==> src/core/sbc_pkg.sv <==
/*
  sbc_pkg: constants and carrier types for the serial binary-to-bcd converter.
  assumes a single 50 MHz clock domain and synchronous active-high reset.
*/
`default_nettype none
package sbc_pkg;
    localparam int unsigned         SBC_WORD_W    = 12;
    localparam int unsigned         SBC_DECADES   = 4;
    localparam int unsigned         SBC_BCD_W     = 4 * SBC_DECADES;
    localparam int unsigned         SBC_CNT_W     = 4;
    localparam logic [3:0]          SBC_BURST_LEN = 4'hC;
    localparam logic [3:0]          SBC_CNT_ZERO  = 4'h0;
    localparam logic [3:0]          SBC_ADD_LIMIT = 4'h5;
    localparam logic [3:0]          SBC_ADD_VAL   = 4'h3;
    localparam logic [3:0]          SBC_DEC_ZERO  = 4'h0;
    // internal oscillator divider: burst pulse every SBC_OSC_DIV clocks
    localparam int unsigned         SBC_OSC_DIV   = 4;
    localparam int unsigned         SBC_DIV_W     = 2;
    localparam logic [1:0]          SBC_DIV_LAST  = 2'h3;
    localparam logic [1:0]          SBC_DIV_ZERO  = 2'h0;

    typedef enum logic [1:0] {
        SBC_IDLE,
        SBC_CLEAR,
        SBC_LOAD
    } sbc_entry_e;

    typedef struct packed {
        logic                       enter;
        logic                       convert;
        logic                       gray_mode;
        logic                       ext_clk_sel;
        logic                       ext_clk;
        logic                       serial_sel;
        logic                       serial_in;
    } sbc_cmd_s;
endpackage
`default_nettype wire

==> src/core/sbc_decade.sv <==
/*
  sbc_decade: one four-bit decade cell of the shift-and-add-three chain.
  assumes the parent gives a one-cycle step enable and a synchronous clear.
*/
`timescale 1ns/1ps
`default_nettype none
module sbc_decade
    import sbc_pkg::*;
(
    // clock and control
    input  wire logic               clock_i,
    input  wire logic               srst_i,
    input  wire logic               clr_i,
    input  wire logic               step_i,
    // serial chain
    input  wire logic               bit_i,
    output logic                    bit_o,
    // contents
    output logic [3:0]              digit_o
);
    logic [3:0] adj;

    always_comb
    begin
        adj = (digit_o >= SBC_ADD_LIMIT) ? digit_o + SBC_ADD_VAL : digit_o;
    end

    assign bit_o = adj[3];

    always_ff @(posedge clock_i)
    begin
        if (srst_i || clr_i)
            digit_o <= SBC_DEC_ZERO;
        else if (step_i)
            digit_o <= {adj[2:0], bit_i};
    end
endmodule
`default_nettype wire

==> src/core/sbc_top.sv <==
/*
  sbc_top: serial binary-to-bcd converter with parallel entry, optional
  gray decoding and a twelve-pulse burst generator.
  assumes command and data inputs may come from pins, so all are synchronised.
*/
`timescale 1ns/1ps
`default_nettype none
// Behaviour
// - enter command loads parallel word, one pulse
// - entry register cleared before load pulse
// - convert clears decades, gray bit, counter; runs
// - pulses while running; stop at count twelve
// - one conversion pulse per input bit
// - each pulse shifts entry bit, or serial pin bit when selected, into decade
// - decade five-plus adds three, then shifts
// - decade carry feeds next decade lsb
// - result held after burst ends
// - gray mode decodes serially before bcd
module sbc_top
    import sbc_pkg::*;
(
    // clock and reset
    input  wire logic                   clock_i,
    input  wire logic                   srst_i,
    // commands and data from upstream
    input  wire sbc_cmd_s               cmd_i,
    input  wire logic [SBC_WORD_W-1:0]  word_i,
    // results
    output logic [SBC_BCD_W-1:0]        bcd_o,
    output logic                        busy_o,
    output logic                        done_o
);
    ////////////////////////////////////////////////////////////////////////
    // shared decodes
    function automatic logic last_pulse(input logic [SBC_CNT_W-1:0] cnt);
        return cnt == SBC_BURST_LEN - 1'b1;
    endfunction

    // a decade fed from a cleared start never leaves 0..9
    function automatic logic is_bcd(input logic [3:0] d);
        return d < (SBC_ADD_LIMIT + SBC_ADD_LIMIT);
    endfunction

    ////////////////////////////////////////////////////////////////////////
    sbc_cmd_s               cmd_m;
    sbc_cmd_s               cmd_s;
    sbc_cmd_s               cmd_d;
    logic [SBC_WORD_W-1:0]  word_m;
    logic [SBC_WORD_W-1:0]  word_s;

    // two-stage synchroniser plus a delayed copy for edge detect; the first stage is not read
    always_ff @(posedge clock_i)
    begin
        if (srst_i)
        begin
            cmd_m  <= '0;
            cmd_s  <= '0;
            cmd_d  <= '0;
            word_m <= '0;
            word_s <= '0;
        end
        else
        begin
            cmd_m  <= cmd_i;
            cmd_s  <= cmd_m;
            cmd_d  <= cmd_s;
            word_m <= word_i;
            word_s <= cmd_s.enter ? word_s : word_m;
        end
    end

    logic enter_rise;
    logic convert_rise;
    logic ext_rise;
    assign enter_rise   = cmd_s.enter && !cmd_d.enter;
    assign convert_rise = cmd_s.convert && !cmd_d.convert;
    assign ext_rise     = cmd_s.ext_clk && !cmd_d.ext_clk;

    ////////////////////////////////////////////////////////////////////////
    // entry sequencer: clear first, then one load pulse
    sbc_entry_e             entry_st;
    logic [SBC_WORD_W-1:0]  shreg;
    logic                   step;

    always_ff @(posedge clock_i)
    begin
        if (srst_i)
            entry_st <= SBC_IDLE;
        else
        begin
            case (entry_st)
                SBC_IDLE:  entry_st <= enter_rise ? SBC_CLEAR : SBC_IDLE;
                SBC_CLEAR: entry_st <= SBC_LOAD;
                SBC_LOAD:  entry_st <= SBC_IDLE;
                default:   entry_st <= SBC_IDLE;
            endcase
        end
    end

    // word is frozen while enter is held, so the load sees a stable value
    always_ff @(posedge clock_i)
    begin
        if (srst_i)
            shreg <= '0;
        else if (entry_st == SBC_CLEAR)
            shreg <= '0;
        else if (entry_st == SBC_LOAD)
            shreg <= word_s;
        else if (step)
            shreg <= {shreg[SBC_WORD_W-2:0], 1'b0};
    end

    ////////////////////////////////////////////////////////////////////////
    // burst generator
    logic                   run;
    logic [SBC_CNT_W-1:0]   pulse_cnt;
    logic [SBC_DIV_W-1:0]   div;
    logic                   osc_tick;

    assign osc_tick = run && (div == SBC_DIV_LAST);
    // external source must give exactly one pulse per bit
    assign step = run && (cmd_s.ext_clk_sel ? ext_rise : osc_tick);

    always_ff @(posedge clock_i)
    begin
        if (srst_i || convert_rise)
            div <= SBC_DIV_ZERO;
        else if (run)
            div <= div + 1'b1;
    end

    always_ff @(posedge clock_i)
    begin
        if (srst_i)
        begin
            run       <= 1'b0;
            pulse_cnt <= SBC_CNT_ZERO;
        end
        else if (convert_rise)
        begin
            run       <= 1'b1;
            pulse_cnt <= SBC_CNT_ZERO;
        end
        else if (step)
        begin
            if (last_pulse(pulse_cnt))
            begin
                run       <= 1'b0;
                pulse_cnt <= SBC_CNT_ZERO;
            end
            else
                pulse_cnt <= pulse_cnt + 1'b1;
        end
    end

    // independent step tally, read only by the burst length check
    logic [SBC_CNT_W-1:0]   step_seen;

    always_ff @(posedge clock_i)
    begin
        if (srst_i || convert_rise)
            step_seen <= SBC_CNT_ZERO;
        else if (step)
            step_seen <= step_seen + 1'b1;
    end

    ////////////////////////////////////////////////////////////////////////
    // serial source and gray decode
    logic src_bit;
    logic gray_state;
    logic ser_bit;

    // serial pin path expects msb first
    assign src_bit = cmd_s.serial_sel ? cmd_s.serial_in : shreg[SBC_WORD_W-1];
    assign ser_bit = cmd_s.gray_mode ? (gray_state ^ src_bit) : src_bit;

    always_ff @(posedge clock_i)
    begin
        if (srst_i || convert_rise)
            gray_state <= 1'b0;
        else if (step)
            gray_state <= ser_bit;
    end

    ////////////////////////////////////////////////////////////////////////
    // decade chain
    logic [SBC_DECADES:0]   chain;
    logic [SBC_BCD_W-1:0]   digits;
    assign chain[0] = ser_bit;

    genvar g;
    generate
        for (g = 0; g < SBC_DECADES; g++)
        begin : g_dec
            sbc_decade u_dec (
                .clock_i (clock_i),
                .srst_i  (srst_i),
                .clr_i   (convert_rise),
                .step_i  (step),
                .bit_i   (chain[g]),
                .bit_o   (chain[g+1]),
                .digit_o (digits[4*g +: 4])
            );
        end
    endgenerate

    ////////////////////////////////////////////////////////////////////////
    // outputs from flops; bcd follows the decades and holds when idle
    always_ff @(posedge clock_i)
    begin
        if (srst_i)
        begin
            bcd_o  <= '0;
            busy_o <= 1'b0;
            done_o <= 1'b0;
        end
        else
        begin
            bcd_o  <= digits;
            busy_o <= run;
            done_o <= step && last_pulse(pulse_cnt);
        end
    end

    ////////////////////////////////////////////////////////////////////////
    load_after_clear_a: assert property (@(posedge clock_i) disable iff (srst_i)
        enter_rise && entry_st == SBC_IDLE |=> entry_st == SBC_CLEAR ##1 entry_st == SBC_LOAD)
        else $error("load not preceded by clear");
    load_takes_word_a: assert property (@(posedge clock_i) disable iff (srst_i)
        entry_st == SBC_LOAD |=> shreg == $past(word_s))
        else $error("entry register missed word");
    convert_starts_a: assert property (@(posedge clock_i) disable iff (srst_i)
        convert_rise |=> run && pulse_cnt == SBC_CNT_ZERO && digits == '0 && !gray_state)
        else $error("convert did not reset state");
    burst_stops_a: assert property (@(posedge clock_i) disable iff (srst_i)
        step && last_pulse(pulse_cnt) && !convert_rise |=> !run)
        else $error("burst did not stop at twelve");
    burst_count_a: assert property (@(posedge clock_i) disable iff (srst_i)
        $fell(run) |-> step_seen == SBC_BURST_LEN)
        else $error("burst length not twelve pulses");
    shift_entry_a: assert property (@(posedge clock_i) disable iff (srst_i)
        step && entry_st == SBC_IDLE |=> shreg[0] == 1'b0 && shreg[SBC_WORD_W-1:1] == $past(shreg[SBC_WORD_W-2:0]))
        else $error("entry register did not shift");
    low_decade_a: assert property (@(posedge clock_i) disable iff (srst_i)
        step && !convert_rise && digits[3:0] < SBC_ADD_LIMIT |=> digits[3:0] == {$past(digits[2:0]), $past(ser_bit)})
        else $error("low decade shift wrong");
    carry_chain_a: assert property (@(posedge clock_i) disable iff (srst_i)
        step && !convert_rise |=> digits[4] == $past(chain[1]))
        else $error("carry not passed upward");
    hold_result_a: assert property (@(posedge clock_i) disable iff (srst_i)
        !step && !convert_rise |=> digits == $past(digits))
        else $error("result changed without pulse");
    gray_xor_a: assert property (@(posedge clock_i) disable iff (srst_i)
        step && !convert_rise && cmd_s.gray_mode |=> gray_state == ($past(gray_state) ^ $past(src_bit)))
        else $error("gray decode wrong");

    // entry side
    word_freeze_a: assert property (@(posedge clock_i) disable iff (srst_i)
        cmd_s.enter |=> $stable(word_s))
        else $error("entry word moved while enter held");
    entry_once_a: assert property (@(posedge clock_i) disable iff (srst_i)
        entry_st == SBC_LOAD |=> entry_st == SBC_IDLE)
        else $error("entry load pulse too long");
    clear_zero_a: assert property (@(posedge clock_i) disable iff (srst_i)
        entry_st == SBC_CLEAR |=> shreg == '0)
        else $error("entry register not cleared");

    // burst side
    osc_spacing_a: assert property (@(posedge clock_i) disable iff (srst_i)
        step && !cmd_s.ext_clk_sel |=> (!step) [*3])
        else $error("internal pulses too close");
    ext_count_a: assert property (@(posedge clock_i) disable iff (srst_i)
        run && cmd_s.ext_clk_sel && ext_rise && !convert_rise && !last_pulse(pulse_cnt)
            |=> pulse_cnt == $past(pulse_cnt) + 1'b1)
        else $error("external pulse not counted");
    done_pulse_a: assert property (@(posedge clock_i) disable iff (srst_i)
        done_o |=> !done_o)
        else $error("done longer than one cycle");
    done_ends_burst_a: assert property (@(posedge clock_i) disable iff (srst_i)
        done_o && !$past(convert_rise) |-> !run)
        else $error("burst still running after done");
    busy_follows_a: assert property (@(posedge clock_i) disable iff (srst_i)
        1'b1 |=> busy_o == $past(run))
        else $error("busy does not track run flag");

    // decade side
    add_three_carry_a: assert property (@(posedge clock_i) disable iff (srst_i)
        step && !convert_rise && digits[3:0] >= SBC_ADD_LIMIT |=> digits[4])
        else $error("five or more gave no carry");
    bcd_digits_a: assert property (@(posedge clock_i) disable iff (srst_i)
        is_bcd(digits[3:0]) && is_bcd(digits[7:4]) && is_bcd(digits[11:8]) && is_bcd(digits[15:12]))
        else $error("decade left bcd range");
    gray_off_a: assert property (@(posedge clock_i) disable iff (srst_i)
        step && !convert_rise && !cmd_s.gray_mode |=> digits[0] == $past(src_bit))
        else $error("binary bit altered outside gray mode");
    serial_path_a: assert property (@(posedge clock_i) disable iff (srst_i)
        step && !convert_rise && cmd_s.serial_sel && !cmd_s.gray_mode |=> digits[0] == $past(cmd_s.serial_in))
        else $error("serial input not shifted in");

    // outputs
    result_out_a: assert property (@(posedge clock_i) disable iff (srst_i)
        1'b1 |=> bcd_o == $past(digits))
        else $error("bcd output does not follow decades");
endmodule
`default_nettype wire

==> config.mk <==
export PLATFORM = sky130hd
export DESIGN_NAME = sbc_top
export DESIGN_NICKNAME = d
export VERILOG_FILES = /design/src/core/sbc_pkg.sv /design/src/core/sbc_decade.sv /design/src/core/sbc_top.sv
export SDC_FILE = /design/constraint.sdc
export NUM_CORES = 1
export LEC_CHECK = 0
export ABC_AREA = 1
export BUFFER_PORTS_ARGS = -buffer_cell sky130_fd_sc_hd__buf_4
export CAP_MARGIN = 20
export CORE_MARGIN = 2
export CORE_UTILIZATION = 45
export CTS_BUF_LIST = sky130_fd_sc_hd__clkbuf_8
export CTS_CLUSTER_SIZE = 8
export DETAILED_ROUTE_END_ITERATION = 12
export HOLD_SLACK_MARGIN = 0.12
export SLEW_MARGIN = 40
export SYNTH_ARGS = -nofsm -noshare
export SYNTH_HDL_FRONTEND = slang
export SYNTH_SLANG_ARGS = --single-unit
export TNS_END_PERCENT = 10
==> constraint.sdc <==
create_clock -name clock_i -period 2.3 [get_ports clock_i]
set_input_delay 0.69 -clock clock_i [delete_from_list [all_inputs] [get_ports clock_i]]
set_output_delay 0.69 -clock clock_i [all_outputs]
set_load 0.01 [all_outputs]
==> results.md <==
- Status: complete, no violations
- Synth warnings: 0
- Type of origin of the critical path: flop
- Antenna violations before repair: 0
- Gates resized, CTS repair: 0
- Setup crit end kind: flop
- Mapped Area: 0.00364 mm^2
- Syn nets: 503
- Seq. cell area: 0.00192 mm^2
- Max-slew headroom: 68.5%
- Worst EP arrival: 1.96 ns
- Die H: 94.0 um
- Die area: 0.00883 mm^2
- Post-layout min period: 1.68 ns
- H-tree depth: 3
- Top Usage Layer GRT: met2
- Clk sinks: 96
- GR Util All Layers: 14.9%
- Maxcap violations: 0
- Max Buffers Root-to-Sink: 2
- # rows: 32
- Design area: 0.00420 mm^2
- Pwr Density: 708 mW/mm^2
- Slew Viols, Final: 0
- Final Hold Viols: 0
- Non-Filler Instances: 614
- Area of the multi-input gates: 0.00133 mm^2
- Global placer's final weighted congestion: 0.759
- Final Skew: 0.0109 ns
- Worst path slowest cell: dfxtp_1
- Filler Cell Count: 771
- Cts hold-fix bufs: 0
- Initial Util: 46.9%
- RSZ-0062 raised after global routing: no
- Diodes inserted: 0
- #FFs+latches synth: 96
- Tcrit/Tclk final: 72.9%
- Vias in the first global route: 2481
- CTS tree: built
- Largest family of logic cells by synthesized area: simple AND/OR/NAND/NOR gates
- DP Wirelength: 4.02 mm
- Critical Path, Cell by Cell: ha_1 > nor2_1 > nor2_2 > nand2_2 > buf_4 > or2_2 > a21oi_1
- Reg-to-reg critical path startpoint: div[0]
- Residual DRC: 0
- Aggregate negative setup slack: 0 ns
- Synth cell types: 25
- Complex-gate fraction of the synthesized area: 10.4%
- Synth Instances: 472
- Routed vias: 2734
- Clk slew on worst S/H paths: 0.09 ns
- Met3 usage in global routing: 2.65%
- Share of layout cells above drive strength 1: 12.5%
- Max VDD drop: 0.000344 V
- Least-Margin Pin Slew: 0.473 ns
- HP Class: reg -> reg
- Num ports: 39
- First-pass GRT wire length: 10.6 mm
- Worst path required time: 2.58 ns
- Critical path origin: div[0]
- Grt total ovfl: 0
- Placed Cells: 598
- Vias/cell: 4.45
- Post-Synth XOR/XNOR Area: 0.962%
- Number of DRC markers in iteration 0: 140
- Synthesized area per cell: 7.71 um^2
- TritonCTS buffer count: 9
- Worst skew pair latency: 0.35 ns
- Setup Fix Bufs, Post-CTS: 0
- Port-buffer cells: 38
- Min-delay src: cmd_d[6]
- Met1 GRT Util: 19.9%
- Portion of netlist area occupied by mux cells: 0%
- Drt total wl: 5.86 mm
- Synth Area in Adders: 3.44%
- Area of placed instances: 0.00399 mm^2
- WL/cell: 9.54 um
- Sequential area share after synthesis: 52.8%
- Peak Freq: 597 MHz
- Root Buffer: clkbuf_8
- Worst Path Max Fanout: 33
- Crit Path Class: reg -> reg
- Met2 Track Usage GR: 23.8%
- Leakage power: 1.84 nW
- Crit path largest cell delay: 0.36 ns
- Largest net degree at the start of global routing: 48
- Simple logic cell fraction of the synthesized area: 21.8%
- Detailed Routing Iterations Pass 1: 4
- Area grow syn2layout: 15.3%
- Core footprint: 0.00777 mm^2
- Finish-stage setup viols: 0
- Final nets: 538
- Antenna-violating nets left: 0
- Die Wd: 94.0 um
metal layers:
layer | share of wire (%) | vias up
met5 | 0 | -
met4 | 1.0 | 0
met3 | 3.2 | 5
met2 | 43 | 40
met1 | 53 | 1177
li1 | - | 1512
power breakdown:
group	leakage [nW]	switching [mW]	total (mW)	internal, mW
Sequential	0.783	0.0185	1.72	1.70
Combinational	0.954	0.0692	0.122	0.0525
Clock	0.103	0.601	1.13	0.526
Total	1.84	0.688	2.97	2.28
critical path: cells and delay by family, from the launching register on:
family	cells	cell delay (ns)
AND/OR/NAND/NOR	4	0.67
flip-flops	1	0.36
buffers and inverters	1	0.30
adder cells (fa/ha/maj)	1	0.15
AO/OA/AOI/OAI	1	0.12
sequential cells by signal (all words and copies together), names as in the netlist, 2 cells and up:
register / count
div: 2
cmd_m: 7
cmd_d: 3
entry_st: 2
pulse_cnt: 4
cmd_s: 7
word_m: 12
word_s: 12
g_dec.u_dec.digit_o: 16
bcd_o: 16
shreg: 12
metrics by stage:
| step | total power [mW] | worst slack, ns | hold slack [ns] | utilization (%) |
|---|---|---|---|---|
| after floorplan | 1.84 | 0.872 | 0.372 | - |
| after global placement | 1.88 | 0.656 | 0.375 | 51.4 |
| after detailed placement | 1.89 | 0.633 | 0.380 | 51.4 |
| after CTS | 3.01 | 0.618 | 0.397 | 54.0 |
| after global routing | 3.12 | 0.455 | 0.408 | 54.0 |
| final | 2.97 | 0.624 | 0.392 | 54.0 |
cell families after synthesis:
| kind of cell | count (synthesis) |
|---|---|
| XOR/XNOR | 4 |
| buffers and inverters | 95 |
| adder cells (fa/ha/maj) | 10 |
| flip-flops | 96 |
| AND/OR/NAND/NOR | 199 |
| AO/OA/AOI/OAI | 68 |
worst paths after layout:
path,endpoint,slack (ns),cells after the start
max,pulse_cnt[0],0.62,7
min,entry_st[0],0.39,1
max reg2reg,pulse_cnt[0],0.62,7
min reg2reg,entry_st[0],0.39,1
layout by cell type (no fill, tap or decap), drive strengths merged, types with 2 or more instances in the layout:
cell type	n
nor3	2
nand3	26
o211ai	4
inv	80
clkbuf	9
nand2	81
a21oi	31
nor2	88
ha	10
o21a	11
dfxtp	96
o21ai	22
xor2	3
buf	43
synth_stat cells:
cell | n | area [um^2]
nand2_2 | 1 | 6.26
inv_2 | 2 | 7.51
dfxtp_1 | 96 | 1920
nand3b_1 | 1 | 7.51
inv_1 | 73 | 274
buf_6 | 3 | 33.8
buf_4 | 1 | 7.51
xor2_1 | 3 | 26.3
o21ai_0 | 21 | 105
o21a_1 | 11 | 82.6
nand2_1 | 80 | 300
or2_2 | 1 | 6.26
buf_2 | 4 | 20.0
o211ai_1 | 4 | 30.0
clkinv_1 | 1 | 3.75
nor2_1 | 87 | 327
nand3_1 | 26 | 130
buf_1 | 5 | 18.8
nor2_2 | 1 | 6.26
ha_1 | 10 | 125
xnor2_1 | 1 | 8.76
o21ai_1 | 1 | 5.00
a21oi_1 | 31 | 155
clkbuf_1 | 6 | 22.5
nor3_1 | 2 | 10.0
cell type report:
cell class | instances | share of cell area, %
Clock buffer | 9 | 2.95
Clock inverter | 7 | 2.00
Inverter | 76 | 6.80
Multi-Input combinational cell | 281 | 31.7
Sequential cell | 96 | 45.8
Tap cell | 102 | 3.04
Timing Repair Buffer | 43 | 7.69
Note: power is estimated with default switching activity, not from simulation.
